$ cat src/design/plc_regs.svh
// constants for the pixel load clock control block
// assumes a single core clock at 25 MHz
`ifndef PLC_REGS_SVH
`define PLC_REGS_SVH
// ----------------------------------------------------------------------------
// register offsets
// ----------------------------------------------------------------------------
`define PLC_ADDR_W          4
`define PLC_OFF_CTRL        4'h0
`define PLC_OFF_LDIV        4'h1
`define PLC_OFF_VOSC0       4'h2
`define PLC_OFF_VOSC1       4'h3
`define PLC_OFF_VOSC2       4'h4
`define PLC_OFF_MOSC        4'h5
`define PLC_OFF_STATUS      4'h6
// ----------------------------------------------------------------------------
// control word fields
// ----------------------------------------------------------------------------
`define PLC_CTRL_RESET_BIT  0
`define PLC_CTRL_PS_LSB     1
`define PLC_CTRL_SEL_LSB    4
`define PLC_CTRL_RST_VAL    6'h00
// ----------------------------------------------------------------------------
// oscillator word fields
// ----------------------------------------------------------------------------
`define PLC_IDX_MSB         20
`define PLC_IDX_LSB         17
`define PLC_P_MSB           16
`define PLC_P_LSB           10
`define PLC_M_MSB           9
`define PLC_M_LSB           7
`define PLC_Q_MSB           6
`define PLC_Q_LSB           0
`define PLC_IDX_MUXMEM      4'hf
`define PLC_P_OFFSET        3
`define PLC_Q_OFFSET        2
`define PLC_OSC_RST_VAL     21'h000000
`define PLC_LDIV_RST_VAL    3'h0
`endif

$ cat src/design/plc_pkg.sv
// types for the pixel load clock control block
// assumes plc_regs.svh holds the numeric constants
`default_nettype none
package plc_pkg;
  typedef enum logic [1:0] {
    PLC_AL_IDLE = 2'b00,
    PLC_AL_WAIT = 2'b01,
    PLC_AL_STOP = 2'b10,
    PLC_AL_DONE = 2'b11
  } plc_align_type;
  typedef enum logic [2:0] {
    PLC_DIV1 = 3'h0,
    PLC_DIV2 = 3'h1,
    PLC_DIV3 = 3'h2,
    PLC_DIV4 = 3'h3,
    PLC_DIV5 = 3'h4,
    PLC_DIV8 = 3'h5
  } plc_ldiv_type;
endpackage
`default_nettype wire

$ cat src/design/plc_load_div.sv
// load clock divider: pixel enable in, load clock and its half and quarter
// assumes pix_en is a one-cycle enable on the core clock
`default_nettype none
module plc_load_div (
  input  wire logic       clk,
  input  wire logic       rst_n,
  input  wire logic       pix_en,
  input  wire logic [2:0] div_sel,
  output logic            ld_q,
  output logic            ld_rise,
  output logic            half_q,
  output logic            quarter_q,
  output logic            quarter_rise
);
  import plc_pkg::*;

  logic [2:0] cnt_ff;
  logic [2:0] nxt_cnt;
  logic [1:0] sub_ff;
  logic [2:0] last;
  logic [2:0] hi_len;

  // ----------------------------------------------------------------------------
  // divisor decode
  // ----------------------------------------------------------------------------
  function automatic logic [2:0] div_last(input logic [2:0] sel);
    case (sel)
      PLC_DIV2: div_last = 3'h1;
      PLC_DIV3: div_last = 3'h2;
      PLC_DIV4: div_last = 3'h3;
      PLC_DIV5: div_last = 3'h4;
      PLC_DIV8: div_last = 3'h7;
      default:  div_last = 3'h0;
    endcase
  endfunction

  assign last   = div_last(div_sel);
  assign hi_len = 3'((4'(last) + 4'h1) >> 1);
  assign nxt_cnt = (cnt_ff >= last) ? 3'h0 : 3'(cnt_ff + 3'h1);
  assign ld_rise = pix_en && (nxt_cnt == 3'h0);
  assign quarter_rise = ld_rise && (sub_ff == 2'h0);

  always_ff @(posedge clk) begin
    if (!rst_n) begin
      cnt_ff <= 3'h0;
    end else if (pix_en) begin
      cnt_ff <= nxt_cnt;
    end
  end

  // RULE1: load clock divide
  // divide by 1 is high for the cycle after each pixel enable,
  // so pixel enables must leave at least one idle cycle between them
  always_ff @(posedge clk) begin
    if (!rst_n) begin
      ld_q <= 1'b0;
    end else if (last == 3'h0) begin
      ld_q <= pix_en;
    end else if (pix_en) begin
      ld_q <= (nxt_cnt < hi_len);
    end
  end

  // RULE19: binary half and quarter
  always_ff @(posedge clk) begin
    if (!rst_n) begin
      sub_ff    <= 2'h0;
      half_q    <= 1'b0;
      quarter_q <= 1'b0;
    end else if (ld_rise) begin
      sub_ff    <= 2'(sub_ff + 2'h1);
      half_q    <= ~sub_ff[0];
      quarter_q <= (sub_ff == 2'h0) || (sub_ff == 2'h1);
    end
  end
endmodule
`default_nettype wire

$ cat src/design/plc_top.sv
// pixel load clock control: load clock divider, gated load clock,
// one-time video clock alignment stop, output disable, register file
// assumes PIX_EN marks pixel clock periods on CORE_CLK and the video
// and memory oscillator edges arrive as enables VID_OSC_EN and MEM_OSC_EN
//
// Added by the designer: strobed register access and the placing of the registers.
`default_nettype none
`include "plc_regs.svh"

// How it works
// RULE1: load clock is pixel clock divided by 1,2,3,4,5 or 8, plus half and quarter.
// RULE2: enable input is synchronised to the load clock before gating.
// RULE3: gated load clock low when enable low, follows load clock when high.
// RULE4: alignment reset happens the first time the control reset bit is set.
// RULE5: next quarter clock rise stops true video clock high, complement low.
// RULE6: following quarter clock rise releases both video clock outputs.
// RULE7: disable pin floats all outputs except crystal and error outputs.
// RULE8: oscillator word is index, P count, post divide, Q count, MSB first.
// RULE9: host shifts the word in serially, LSB first, with address and framing; the code takes the word whole on WDATA at a WR strobe instead.
// RULE10: P field is feedback count minus 3, Q field reference count minus 2.
// RULE11: host keeps Q 3..129, P 4..130, reference over Q 200 kHz..1 MHz.
// RULE12: host keeps oscillator in 65..165 MHz video, 52..120 MHz memory.
// RULE13: each of three video settings has its own prescale select bit.
// RULE14: host loads control word with prescale bits before oscillator word.
// RULE15: host never changes prescale bit of the active video setting.
// RULE16: post divide field selects divisor two to the field value.
// RULE17: index 1111 stops video oscillator, both channels use memory oscillator.
// RULE18: index in bits 20..17, Q in 6..0, P and post divide between.
// RULE19: half and quarter load clocks are binary divisions, rises aligned.
// RULE20: later reset bit settings do nothing until power up again.
// RULE21: dividers keep running while outputs are disabled.
module plc_top (
  input  wire logic                   CORE_CLK,
  input  wire logic                   RSTN,
  input  wire logic [`PLC_ADDR_W-1:0] ADDR,
  input  wire logic [20:0]            WDATA,
  input  wire logic                   WR,
  input  wire logic                   RD,
  output logic      [20:0]            RDATA,
  input  wire logic                   PIX_EN,
  input  wire logic                   VID_OSC_EN,
  input  wire logic                   MEM_OSC_EN,
  input  wire logic                   ENABLE_PIN,
  input  wire logic                   OUTPUT_DISABLE_N,
  input  wire logic                   XTAL_IN,
  input  wire logic                   PROG_ERR,
  output logic                        LOAD_CLOCK,
  output logic                        LOAD_CLOCK_OE_N,
  output logic                        LOAD_CLOCK_HALF,
  output logic                        LOAD_CLOCK_HALF_OE_N,
  output logic                        LOAD_CLOCK_QUARTER,
  output logic                        LOAD_CLOCK_QUARTER_OE_N,
  output logic                        GATED_LOAD_CLOCK,
  output logic                        GATED_LOAD_CLOCK_OE_N,
  output logic                        VIDEO_CLOCK_OUT,
  output logic                        VIDEO_CLOCK_OUT_N,
  output logic                        VIDEO_CLOCK_OE_N,
  output logic                        MEMORY_CLOCK_OUT,
  output logic                        MEMORY_CLOCK_OE_N,
  output logic                        CRYSTAL_OUT,
  output logic                        PROGRAM_ERROR_OUT
);
  import plc_pkg::*;

  // ----------------------------------------------------------------------------
  // register file
  // ----------------------------------------------------------------------------
  logic [5:0]          control_word_reg_ff;
  logic [2:0]          load_divisor_reg_ff;
  logic [20:0]         video_osc_setting_regs_ff [3];
  logic [20:0]         memory_osc_setting_reg_ff;
  logic [20:0]         nxt_rdata;
  logic                reset_req_ff;
  logic [1:0]          sel;
  logic [20:0]         vid_word;
  logic                vid_muxmem;

  function automatic logic [21:0] fld(input logic [20:0] w, input int msb, input int lsb);
    fld = 22'((w >> lsb) & ((21'h1 << (msb - lsb + 1)) - 21'h1));
  endfunction

  // RULE13: control word holds reset, prescale selects and active setting
  always_ff @(posedge CORE_CLK) begin
    if (!RSTN) begin
      control_word_reg_ff <= `PLC_CTRL_RST_VAL;
      reset_req_ff        <= 1'b0;
    end else begin
      reset_req_ff <= 1'b0;
      if (WR && (ADDR == `PLC_OFF_CTRL)) begin
        control_word_reg_ff <= WDATA[5:0];
        // RULE4: reset bit request
        reset_req_ff        <= WDATA[`PLC_CTRL_RESET_BIT];
      end
    end
  end

  always_ff @(posedge CORE_CLK) begin
    if (!RSTN) begin
      load_divisor_reg_ff <= `PLC_LDIV_RST_VAL;
    end else if (WR && (ADDR == `PLC_OFF_LDIV)) begin
      load_divisor_reg_ff <= WDATA[2:0];
    end
  end

  // RULE8: index, P, post divide, Q
  // RULE10: P, Q kept as offsets
  // RULE18: oscillator words stored whole
  always_ff @(posedge CORE_CLK) begin
    if (!RSTN) begin
      for (int i = 0; i < 3; i++) begin
        video_osc_setting_regs_ff[i] <= `PLC_OSC_RST_VAL;
      end
      memory_osc_setting_reg_ff <= `PLC_OSC_RST_VAL;
    end else if (WR) begin
      if (ADDR == `PLC_OFF_VOSC0) begin
        video_osc_setting_regs_ff[0] <= WDATA;
      end else if (ADDR == `PLC_OFF_VOSC1) begin
        video_osc_setting_regs_ff[1] <= WDATA;
      end else if (ADDR == `PLC_OFF_VOSC2) begin
        video_osc_setting_regs_ff[2] <= WDATA;
      end else if (ADDR == `PLC_OFF_MOSC) begin
        memory_osc_setting_reg_ff <= WDATA;
      end
    end
  end

  assign sel = control_word_reg_ff[`PLC_CTRL_SEL_LSB +: 2];
  assign vid_word = (sel == 2'h3) ? video_osc_setting_regs_ff[2]
                                  : video_osc_setting_regs_ff[sel];
  // RULE17: index 1111 routes memory oscillator
  assign vid_muxmem = (vid_word[`PLC_IDX_MSB:`PLC_IDX_LSB] == `PLC_IDX_MUXMEM);

  // ----------------------------------------------------------------------------
  // load clocks and gated load clock
  // ----------------------------------------------------------------------------
  logic ld_q;
  logic ld_rise;
  logic half_q;
  logic quarter_q;
  logic quarter_rise;
  logic [2:0] en_sync_ff;
  logic en_pin_ok_ff;
  logic en_ld_ff;

  plc_load_div u_div (
    .clk          (CORE_CLK),
    .rst_n        (RSTN),
    .pix_en       (PIX_EN),
    .div_sel      (load_divisor_reg_ff),
    .ld_q         (ld_q),
    .ld_rise      (ld_rise),
    .half_q       (half_q),
    .quarter_q    (quarter_q),
    .quarter_rise (quarter_rise)
  );

  always_ff @(posedge CORE_CLK) begin
    if (!RSTN) begin
      en_sync_ff   <= 3'h0;
      en_pin_ok_ff <= 1'b0;
    end else begin
      en_sync_ff <= {en_sync_ff[1:0], ENABLE_PIN};
      if (en_sync_ff[2] == en_sync_ff[1]) begin
        en_pin_ok_ff <= en_sync_ff[2];
      end
    end
  end

  // RULE2: enable resampled at load clock rise
  always_ff @(posedge CORE_CLK) begin
    if (!RSTN) begin
      en_ld_ff <= 1'b0;
    end else if (ld_rise) begin
      en_ld_ff <= en_pin_ok_ff;
    end
  end

  // ----------------------------------------------------------------------------
  // one-time video clock alignment
  // ----------------------------------------------------------------------------
  plc_align_type al_ff;
  logic [2:0]    vdiv_ff;
  logic [7:0]    vcnt_ff;
  logic          video_oscillator_ff;
  logic [7:0]    mcnt_ff;
  logic          mclk_ff;
  logic [2:0]    mdiv;
  logic          vsrc_en;

  // RULE4: first setting arms the stop
  // RULE5: stop at next quarter rise
  // RULE6: release at following quarter rise
  // RULE20: done state never rearms
  always_ff @(posedge CORE_CLK) begin
    if (!RSTN) begin
      al_ff <= PLC_AL_IDLE;
    end else begin
      case (al_ff)
        PLC_AL_IDLE: if (reset_req_ff) al_ff <= PLC_AL_WAIT;
        PLC_AL_WAIT: if (quarter_rise) al_ff <= PLC_AL_STOP;
        PLC_AL_STOP: if (quarter_rise) al_ff <= PLC_AL_DONE;
        default:     al_ff <= PLC_AL_DONE;
      endcase
    end
  end

  // RULE16: post divide by two to the field
  assign vdiv_ff = vid_word[`PLC_M_MSB:`PLC_M_LSB];
  assign mdiv    = memory_osc_setting_reg_ff[`PLC_M_MSB:`PLC_M_LSB];
  assign vsrc_en = vid_muxmem ? MEM_OSC_EN : VID_OSC_EN;

  always_ff @(posedge CORE_CLK) begin
    if (!RSTN) begin
      vcnt_ff <= 8'h00;
      video_oscillator_ff <= 1'b0;
    end else if (vsrc_en) begin
      vcnt_ff <= 8'(vcnt_ff + 8'h01);
      // bit M of the edge count repeats every two to the M plus one edges
      video_oscillator_ff <= vcnt_ff[vdiv_ff];
    end
  end

  always_ff @(posedge CORE_CLK) begin
    if (!RSTN) begin
      mcnt_ff <= 8'h00;
      mclk_ff <= 1'b0;
    end else if (MEM_OSC_EN) begin
      mcnt_ff <= 8'(mcnt_ff + 8'h01);
      mclk_ff <= mcnt_ff[mdiv];
    end
  end

  // ----------------------------------------------------------------------------
  // output stage
  // ----------------------------------------------------------------------------
  logic stop_now;
  logic dis_n;

  assign stop_now = (al_ff == PLC_AL_STOP) || ((al_ff == PLC_AL_WAIT) && quarter_rise);
  assign dis_n    = OUTPUT_DISABLE_N;

  // RULE21: dividers run regardless of disable
  always_ff @(posedge CORE_CLK) begin
    if (!RSTN) begin
      LOAD_CLOCK         <= 1'b0;
      LOAD_CLOCK_HALF    <= 1'b0;
      LOAD_CLOCK_QUARTER <= 1'b0;
      GATED_LOAD_CLOCK   <= 1'b0;
      VIDEO_CLOCK_OUT    <= 1'b1;
      VIDEO_CLOCK_OUT_N  <= 1'b0;
      MEMORY_CLOCK_OUT   <= 1'b0;
      CRYSTAL_OUT        <= 1'b0;
      PROGRAM_ERROR_OUT  <= 1'b1;
    end else begin
      LOAD_CLOCK         <= ld_q;
      LOAD_CLOCK_HALF    <= half_q;
      LOAD_CLOCK_QUARTER <= quarter_q;
      // RULE3: gate low unless enabled
      GATED_LOAD_CLOCK   <= ld_q && en_ld_ff;
      if (stop_now) begin
        VIDEO_CLOCK_OUT   <= 1'b1;
        VIDEO_CLOCK_OUT_N <= 1'b0;
      end else begin
        VIDEO_CLOCK_OUT   <= video_oscillator_ff;
        VIDEO_CLOCK_OUT_N <= ~video_oscillator_ff;
      end
      MEMORY_CLOCK_OUT  <= mclk_ff;
      CRYSTAL_OUT       <= XTAL_IN;
      PROGRAM_ERROR_OUT <= PROG_ERR;
    end
  end

  // RULE7: disable floats outputs except crystal and error
  always_ff @(posedge CORE_CLK) begin
    if (!RSTN) begin
      LOAD_CLOCK_OE_N         <= 1'b0;
      LOAD_CLOCK_HALF_OE_N    <= 1'b0;
      LOAD_CLOCK_QUARTER_OE_N <= 1'b0;
      GATED_LOAD_CLOCK_OE_N   <= 1'b0;
      VIDEO_CLOCK_OE_N        <= 1'b0;
      MEMORY_CLOCK_OE_N       <= 1'b0;
    end else begin
      LOAD_CLOCK_OE_N         <= ~dis_n;
      LOAD_CLOCK_HALF_OE_N    <= ~dis_n;
      LOAD_CLOCK_QUARTER_OE_N <= ~dis_n;
      GATED_LOAD_CLOCK_OE_N   <= ~dis_n;
      VIDEO_CLOCK_OE_N        <= ~dis_n;
      MEMORY_CLOCK_OE_N       <= ~dis_n;
    end
  end

  // ----------------------------------------------------------------------------
  // read back
  // ----------------------------------------------------------------------------
  always_comb begin
    nxt_rdata = 21'h000000;
    if (ADDR == `PLC_OFF_CTRL) begin
      nxt_rdata = {15'h0000, control_word_reg_ff};
    end else if (ADDR == `PLC_OFF_LDIV) begin
      nxt_rdata = {18'h00000, load_divisor_reg_ff};
    end else if (ADDR == `PLC_OFF_VOSC0) begin
      nxt_rdata = video_osc_setting_regs_ff[0];
    end else if (ADDR == `PLC_OFF_VOSC1) begin
      nxt_rdata = video_osc_setting_regs_ff[1];
    end else if (ADDR == `PLC_OFF_VOSC2) begin
      nxt_rdata = video_osc_setting_regs_ff[2];
    end else if (ADDR == `PLC_OFF_MOSC) begin
      nxt_rdata = memory_osc_setting_reg_ff;
    end else if (ADDR == `PLC_OFF_STATUS) begin
      nxt_rdata = {17'h00000, vid_muxmem, en_ld_ff, al_ff};
    end
  end

  always_ff @(posedge CORE_CLK) begin
    if (!RSTN) begin
      RDATA <= 21'h000000;
    end else if (RD) begin
      RDATA <= nxt_rdata;
    end else begin
      RDATA <= 21'h000000;
    end
  end

  logic unused_fld;
  assign unused_fld = ^fld(vid_word, `PLC_P_MSB, `PLC_P_LSB);
endmodule
`default_nettype wire

$ cat config.mk
export PLATFORM = sky130hd
export DESIGN_NAME = plc_top
export DESIGN_NICKNAME = d
export VERILOG_FILES = /design/src/design/plc_pkg.sv /design/src/design/plc_load_div.sv /design/src/design/plc_top.sv
export VERILOG_INCLUDE_DIRS = /design/src /design/src/design
export SDC_FILE = /design/constraint.sdc
export NUM_CORES = 1
export LEC_CHECK = 0
export BUFFER_PORTS_ARGS = -buffer_cell sky130_fd_sc_hd__buf_4
export CAP_MARGIN = 25
export CORE_MARGIN = 2
export CORE_UTILIZATION = 50
export CTS_BUF_LIST = sky130_fd_sc_hd__clkbuf_4
export CTS_CLUSTER_SIZE = 8
export DETAILED_ROUTE_END_ITERATION = 16
export PLACE_DENSITY = 0.75
export SETUP_SLACK_MARGIN = 0.4
export SYNTH_ARGS = -nofsm -noshare
export SYNTH_HDL_FRONTEND = slang
export SYNTH_SLANG_ARGS = --single-unit
$ cat constraint.sdc
create_clock -name CORE_CLK -period 5.92 [get_ports CORE_CLK]
set_input_delay 1.184 -clock CORE_CLK [delete_from_list [all_inputs] [get_ports CORE_CLK]]
set_output_delay 1.184 -clock CORE_CLK [all_outputs]
set_load 0.05 [all_outputs]
; ---- Word level (Yosys, flattened, before mapping)
; Memory sizes are Yosys's and may differ from the RTL's. A register that Yosys moved wholly into a read port is not among the register bits.
; Index checks and enable logic that the tools add are counted.
[word_totals]
reg_bits = 95
ram_bits = 63
output_inout_bits = 36
word_cells = 132
memories = 1
[memory_table]
columns = memory, depth, word_bits, rd, rd_ports_with_merged_regs, wr, line
row1 = video_osc_setting_regs_ff, 3, 21, 4, 1, 3, plc_top.sv:70  ; logic [20:0] video_osc_setting_regs_ff [3];
[op_classes]
n_addsub = 5
n_lt_le_gt_ge = 4
eq_ne = 20
mux = 42
n_bitwise = 11
reduce_logical = 20
[op_table]
columns = operator, count
row1 = $mux 21, 8
row2 = $mux 1, 21
row3 = $add 8x1->8 const B, 2
row4 = $pmux 3 s5, 1
row5 = $eq 4x3->1 const B, 3
row6 = $mux 6, 2
row7 = $mux 2, 5
row8 = $eq 4x2->1 const B, 2
row9 = $lt 3x4->1 const B, 2
row10 = $not 1->1, 8
row11 = $bmux 1 s3, 2
row12 = $eq 3x2->1 const B, 2
row13 = $eq 3x3->1 const B, 2
row14 = $logic_and 1x1->1, 6
row15 = $logic_not 3->1, 2
row16 = $ne 2x2->1 const B, 3
row17 = $pmux 2 s3, 1
row18 = $reduce_and 5->1, 1
row19 = $add 3x1->4 const B, 1
row20 = $eq 2x1->1 const B, 2
row21 = $eq 2x2->1 const B, 2
row22 = $eq 4x1->1 const B, 1
row23 = $eq 4x4->1 const B, 1
row24 = $logic_not 2->1, 2
row25 = other kinds (16), 20

; ---- Depth between registers and ports, before layout
; Gate-level depths: netlist of run 1.
[depth]
word_depth = 10
ltp_mapped = 12
depth_no_buf = 11

; ---- Modules after synthesis
; A second synthesis of run 1 with hierarchy kept.
[unflattened]
cells_unflattened = 624
hier_area_um2 = 6657.6
[by_module_without_submodules]
columns = mod, instances, cells_per_inst, area_per_inst_um2, seq_area_each_um2
row1 = plc_top, 1, 554, 6078.3, 3673.5
row2 = plc_load_div, 1, 70, 579.3, 140.1

; ---- Least setup slack after synthesis of run 1
; Ideal clock, no wire load.
[synth_timing]
path_type = input port to flip-flop
startpoint = input ADDR[2]
endpoint = memory video_osc_setting_regs_ff[2][0], enable pin
setup_time_ns = 0.428
arrival_ns = 3.400
setup_slack_ns = 2.091
cell_stages = 5
n_path_buf = 2
cell_sequence = nor2b_1 nand2b_1 clkbuf_1 clkbuf_1 o21ai_0
[synth_rtl]
columns = item, line
row1 = start: declaration, plc_top.sv:35  ; input wire logic [`PLC_ADDR_W-1:0] ADDR,
row2 = end: declaration, plc_top.sv:70

==> results of run 1 <==
## state kept, by name (all words and copies together) (netlist names), 2 cells and up, named ones only
name / count
RDATA: 21
u_div.sub_ff: 2
vcnt_ff: 8
load_divisor_reg_ff: 3
en_sync_ff: 3
video_osc_setting_regs_ff: 63
al_ff: 2
control_word_reg_ff: 6
u_div.cnt_ff: 3
memory_osc_setting_reg_ff: 21
mcnt_ff: 8
## cells in the mapped netlist, types with 2 or more instances
library cell / count / share of area (%)
buf_4: 5 / 0.57
and4_1: 2 / 0.26
inv_1: 10 / 0.57
clkbuf_1: 28 / 1.6
mux2_2: 8 / 1.4
mux2i_1: 59 / 8.9
a21oi_1: 53 / 4.0
nor2b_1: 4 / 0.38
nand3_1: 7 / 0.53
nor3_1: 3 / 0.23
o21a_1: 2 / 0.23
o22ai_1: 5 / 0.47
and2_1: 30 / 2.8
mux4_2: 2 / 0.68
a22oi_1: 2 / 0.23
nand3b_1: 2 / 0.23
edfxtp_1: 63 / 28
buf_2: 5 / 0.38
a211oi_1: 3 / 0.34
or3_1: 5 / 0.47
nor2_1: 55 / 3.1
xor2_1: 4 / 0.53
and3_1: 4 / 0.38
o22a_1: 15 / 2.0
nand2_1: 79 / 4.5
nand4_1: 5 / 0.47
o21ai_0: 16 / 1.2
ha_1: 9 / 1.7
xnor2_1: 4 / 0.53
nand2b_1: 11 / 1.0
dfxtp_1: 96 / 29
## how the worst max path moves through the flow
stage                                                      end  slack, ns
floorplan            video_osc_setting_regs_ff[2][0]$_DFFE_PP_       2.09
global route         video_osc_setting_regs_ff[2][2]$_DFFE_PP_       2.85
finish               video_osc_setting_regs_ff[0][6]$_DFFE_PP_       3.04
global placement    video_osc_setting_regs_ff[2][13]$_DFFE_PP_       2.36
CTS                  video_osc_setting_regs_ff[0][6]$_DFFE_PP_       3.07
detailed placement   video_osc_setting_regs_ff[0][6]$_DFFE_PP_       2.45
## through the flow
stage,cells,worst slack (ns),util (%),total power (µW)
after floorplan,619,2.09,-,1360
after global placement,828,2.36,55.4,1410
after detailed placement,831,2.45,55.7,1430
after CTS,863,3.07,57.7,2030
after global routing,864,2.85,57.7,2100
final,864,3.04,57.7,2010
## power groups by stage
stage / logic (µW) / registers, µW / clock network [µW]
CTS: 197 / 1200 / 629
finish: 197 / 1200 / 613
global placement: 188 / 1230 / 0
floorplan: 111 / 1250 / 0
detailed placement: 197 / 1230 / 0
global route: 212 / 1210 / 674
## worst reg2reg max path: cells and delay by family (launching register included)
kind                     cells  cell delay [ns]
adder cells (fa/ha/maj)      2             0.55
buffers and inverters        1             0.09
AND/OR/NAND/NOR              3             0.55
flip-flops                   1             0.50
AO/OA/AOI/OAI                4             0.78
## area by class of cell
type / count / share of cell area, %
Clock inverter: 14 / 1.72
Clock buffer: 18 / 1.79
Timing Repair Buffer: 75 / 7.75
Sequential cell: 159 / 50.5
Multi-Input combinational cell: 410 / 34.8
Tap cell: 176 / 2.91
Antenna cell: 1 / 0.0331
Inverter: 11 / 0.546
## metal layers
metal | part of all wire [%] | global-route usage, % | up-vias
met2 | 49 | 34.2 | 157
met1 | 42 | 25.5 | 2257
met5 | 0 | 0 | -
li1 | - | - | 2285
met3 | 6.7 | 5.80 | 26
met4 | 2.2 | 9.30 | 0
## cells by family (layout without fill, tap and decap cells)
family / Yosys count / in the layout / share of synthesized area (%)
DFF: 159 / 159 / 57.4
buffers and inverters: 50 / 118 / 3.20
other: 0 / 1 / 0
and+or+nand+nor: 209 / 209 / 14.6
AOI/OAI and AO/OA: 115 / 115 / 11.1
xor gates and xnor gates: 8 / 8 / 1.05
muxes: 69 / 69 / 10.9
adders and majority gates: 9 / 9 / 1.70
==> impl_metrics.json, run 1 <==
{
  "ys_ff_latch": 159,
  "clockBufferDepth": 2,
  "p_switching_uw": 536,
  "firstDrtPassIters": 6,
  "max-slew-margin-rel_pct": 33.2,
  "clockRootBuffer": "clkbuf_4",
  "path_class": "input port to flop",
  "htreeDepth": 4,
  "routed_wl_mm": 14.1,
  "holdPathEnd": "memory_osc_setting_reg_ff[5]$_SDFFE_PN0P_",
  "ys_types": 54,
  "core.rowCount": 42,
  "crit_cells": 6,
  "cts_made_buffers": 17,
  "hpwl_mm": 9.65,
  "wl_per_cell_um": 16.3,
  "place.gp.congestion": 0.934,
  "crit_start": "ADDR[2]",
  "cp-end-kind": "flop",
  "worstPathMaxFanout": 21,
  "core_um2": 13100,
  "fp.dieArea_um2": 14200,
  "reg2reg_depth": 10,
  "critPathBufInv": 1,
  "antenna_found_initial": 1,
  "vias": 4725,
  "final_common_cell": "dfxtp_1",
  "worstReg2RegEnd": "u_div.ld_q$_SDFFE_PN0P_",
  "power.density_nw_per_um2": 267,
  "track_usage_pct": 20.8,
  "die_y_um": 119,
  "reg2reg_slack_ns": 3.39,
  "required_ns": 6.35,
  "vdd_drop_max_mv": 0.144,
  "yosysSeqAreaShare_pct": 57.4,
  "cts_resized": 0,
  "n_fill_cell": 1078,
  "p_clk_share_pct": 30.4,
  "seqPwrFrac_pct": 59.8,
  "maxSlewViolCount": 0,
  "fp.dieW_um": 119,
  "cts_setup_buffers": 0,
  "leakage_uw": 0.00292,
  "cp_slowest_cell": "and3_1",
  "rsz0062_at_grt": "false",
  "synthesis.area_um2": 6640,
  "fmax_mhz": 348,
  "p_sw_share_pct": 26.6,
  "portBuffers": 71,
  "cp_cell_sequence": "buf_4 -> nor2b_1 -> nand2b_1 -> o21ai_0 -> and3_1 -> and2_1",
  "viasPerCell": 5.47,
  "drive_above_1_share_pct": 18.5,
  "ys.flop_type": "dfxtp_1",
  "grt_start_max_net_pins": 55,
  "drv_cap": 0,
  "initialDrtViolationCount": 380,
  "hold_viol": 0,
  "synthCells": 619,
  "hold_path.startpoint": "memory_osc_setting_reg_ff[5]$_SDFFE_PN0P_",
  "timing.final.crit_share_pct": 48.6,
  "multi_input_area_um2": 2630,
  "overflow": 0,
  "clock_latency_ns": 0.58,
  "place_area_um2": 7290,
  "r2r_start": "load_divisor_reg_ff[2]$_SDFFE_PN0P_",
  "crit_path_max_incr_delay_ns": 0.64,
  "outcome": "finished clean",
  "clk_pin_slew_ns": 0.12,
  "syn2layout_area_growth_pct": 13.8,
  "cp_top_family": "simple AND/OR/NAND/NOR gates",
  "start_kind": "input port",
  "nets": 719,
  "async_flop_share_pct": 0,
  "cts_tree": "yes",
  "clkSinkCount": 159,
  "drc": 0,
  "ant_nets": 0,
  "grt_pass1_vias": 4657,
  "skew_ns": 0.0190,
  "regArea_um2": 3810,
  "setup_viol": 0,
  "synth_edf_count": 63,
  "postLayoutCellArea_um2": 7560,
  "synth_nets": 664,
  "tightest_slew_ns": 1.00,
  "cts_hold_buffers": 0,
  "ioPinCount": 72,
  "arrival_ns": 3.31,
  "power_frac_comb_pct": 9.8,
  "period_needed_ns": 2.88,
  "yosysWarnings": 0,
  "avgSynthCellArea_um2": 10.7,
  "hold-worst-slack_ns": 0.466,
  "min_path_cells": 2,
  "mostFrequentLayoutCells": "dfxtp_1, nand2_1, buf_4",
  "grt_pass1_wl_mm": 22.7,
  "hp-class": "flop to flop",
  "fin_tns_setup_ns": 0,
  "initial_utilization_pct": 50.8,
  "p_int_uw": 1480
}
No activity file was read; power rests on OpenSTA's default activity.
==> inputs of run 2 (changes only) <==
clock period = 2.67 ns   (was 5.92 ns; I/O delays follow)
==> run 2 against run 1 <==
Against the previous run: count of clock-buffer cells in the layout is 1 higher; via count is 1.2% higher; wire length is 3.3% higher.
==> impl_metrics.json, run 2 (synthesis results as in run 1) <==
{
  "outcome": "finished clean",
  "worstPathMaxFanout": 5,
  "cpMostUsedCell": "mux2_2",
  "clock_latency_ns": 0.56,
  "critPathBufInv": 0,
  "clockRootBuffer": "clkbuf_4",
  "drc": 0,
  "maxSlewViolCount": 0,
  "core_um2": 13100,
  "place_area_um2": 7360,
  "hold-worst-slack_ns": 0.106,
  "ant_nets": 0,
  "hpwl_mm": 9.55,
  "clockBufferDepth": 2,
  "drv_cap": 0,
  "postLayoutCellArea_um2": 7720,
  "cts_tree": "yes",
  "mostFrequentLayoutCells": "dfxtp_1, buf_4, nand2_1",
  "regMostFlops": "video_osc_setting_regs_ff",
  "overflow": 0,
  "core.rowCount": 42,
  "die_y_um": 119,
  "rsz0062_at_grt": "false",
  "start_kind": "flop",
  "setup_viol": 0,
  "grt_pass1_wl_mm": 23.1,
  "cp-end-kind": "flop",
  "hold_viol": 0,
  "firstDrtPassIters": 5,
  "ioPinCount": 72,
  "grtUsageMet2_pct": 34.3,
  "leakage_uw": 0.00300,
  "hp-class": "input port to flop",
  "fin_tns_setup_ns": 0,
  "cts_hold_buffers": 0,
  "tightest_slew_ns": 0.882,
  "fp.dieW_um": 119,
  "htreeDepth": 4,
  "final_common_cell": "dfxtp_1",
  "timing.final.crit_share_pct": 82.5,
  "required_ns": 3.13,
  "track_usage_pct": 21.0,
  "clk_pin_slew_ns": 0.14,
  "max-slew-margin-rel_pct": 41.2,
  "period_needed_ns": 2.20,
  "gr-max-usage-layer": "met2",
  "power.density_nw_per_um2": 585,
  "grt_pass1_vias": 4592,
  "initialDrtViolationCount": 348,
  "drive_above_1_share_pct": 21.5,
  "path_class": "flop to flop",
  "use_met3_pct": 5.03,
  "viasPerCell": 5.44,
  "met1_usage_pct": 27.3,
  "cp_slowest_cell": "dfxtp_1",
  "grt_start_max_net_pins": 53,
  "antenna_found_initial": 1,
  "vdd_drop_max_mv": 0.344,
  "routed_wl_mm": 14.6,
  "cts_made_buffers": 17,
  "portBuffers": 71,
  "nets": 734,
  "fp.dieArea_um2": 14200,
  "vias": 4780,
  "fmax_mhz": 454,
  "skew_ns": 0.0150,
  "crit_path_max_incr_delay_ns": 0.48,
  "largest_reg_flops": 63,
  "initial_utilization_pct": 50.8,
  "reg_top3": "video_osc_setting_regs_ff: 63 flops, RDATA: 21 flops, memory_osc_setting_reg_ff: 21 flops",
  "clkSinkCount": 159,
  "arrival_ns": 2.66,
  "cp_top_family": "multiplexers",
  "cp_cell_sequence": "mux2_2 -> mux2i_2 -> mux2_2 -> a22o_1 -> o311a_1",
  "place.gp.congestion": 0.835,
  "syn2layout_area_growth_pct": 16.3,
  "wl_per_cell_um": 16.6
}
-- run 2: cell count changes in the layout (fill, tap and decap cells not counted), moves of 2 or more --
cell / before / now
buf_4: 72 / 89
buf_8: 3 / 0
clkinv_2: 3 / 1
clkinv_4: 1 / 3
dfxtp_1: 96 / 94
dfxtp_4: 0 / 2
nor2b_1: 4 / 2
nor2b_4: 0 / 2
-- run 2: stage by stage --
stage          setup WS (ns)  total power (µW)  util (%)  instances
2_1_floorplan          0.197              3010         -        619
6_report               0.467              4520      59.0        879
3_5_place_dp           0.269              3170      56.3        842
4_1_cts                0.391              4560      58.5        874
5_1_grt                0.378              4710      59.0        879
3_3_place_gp           0.385              3150      56.3        842
-- run 2: final timing paths --
path | from | end | slack [ns] | depth (start not counted)
setup reg to reg | flop | video_oscillator_ff$_SDFFE_PN0P_ | 0.47 | 5
setup / recovery | flop | video_oscillator_ff$_SDFFE_PN0P_ | 0.47 | 5
hold / removal | OUTPUT_DISABLE_N | MEMORY_CLOCK_OE_N$_SDFF_PN0_ | 0.11 | 2
hold reg to reg | mclk_ff$_SDFFE_PN0P_ | MEMORY_CLOCK_OUT$_SDFF_PN0_ | 0.46 | 1
-- run 2: power by group --
part           internal (µW)  leakage, µW  switching, µW
clock                    506     0.000150            894
sequential              2620      0.00138           47.0
combinational            177      0.00146            277
-- run 2: routing by layer --
layer / wire length, µm / up-vias
met1: 6450 / 2311
met2: 7260 / 127
met5: 0 / -
li1: - / 2326
met4: 209 / 0
met3: 674 / 16
-- run 2: what timing repair did --
action	CTS	global route
buffers inserted	0	4
pin swaps	0	4
setup endpoints to repair	5	6
resized for setup	6	9
-- run 2: cell type report --
type,instances,area [µm²]
Antenna cell,1,2.50
Inverter,11,41.3
Clock buffer,19,143
Sequential cell,159,3820
Tap cell,176,220
Clock inverter,13,130
Timing Repair Buffer,90,688
Multi-Input combinational cell,410,2680
Fill cell,1066,5360
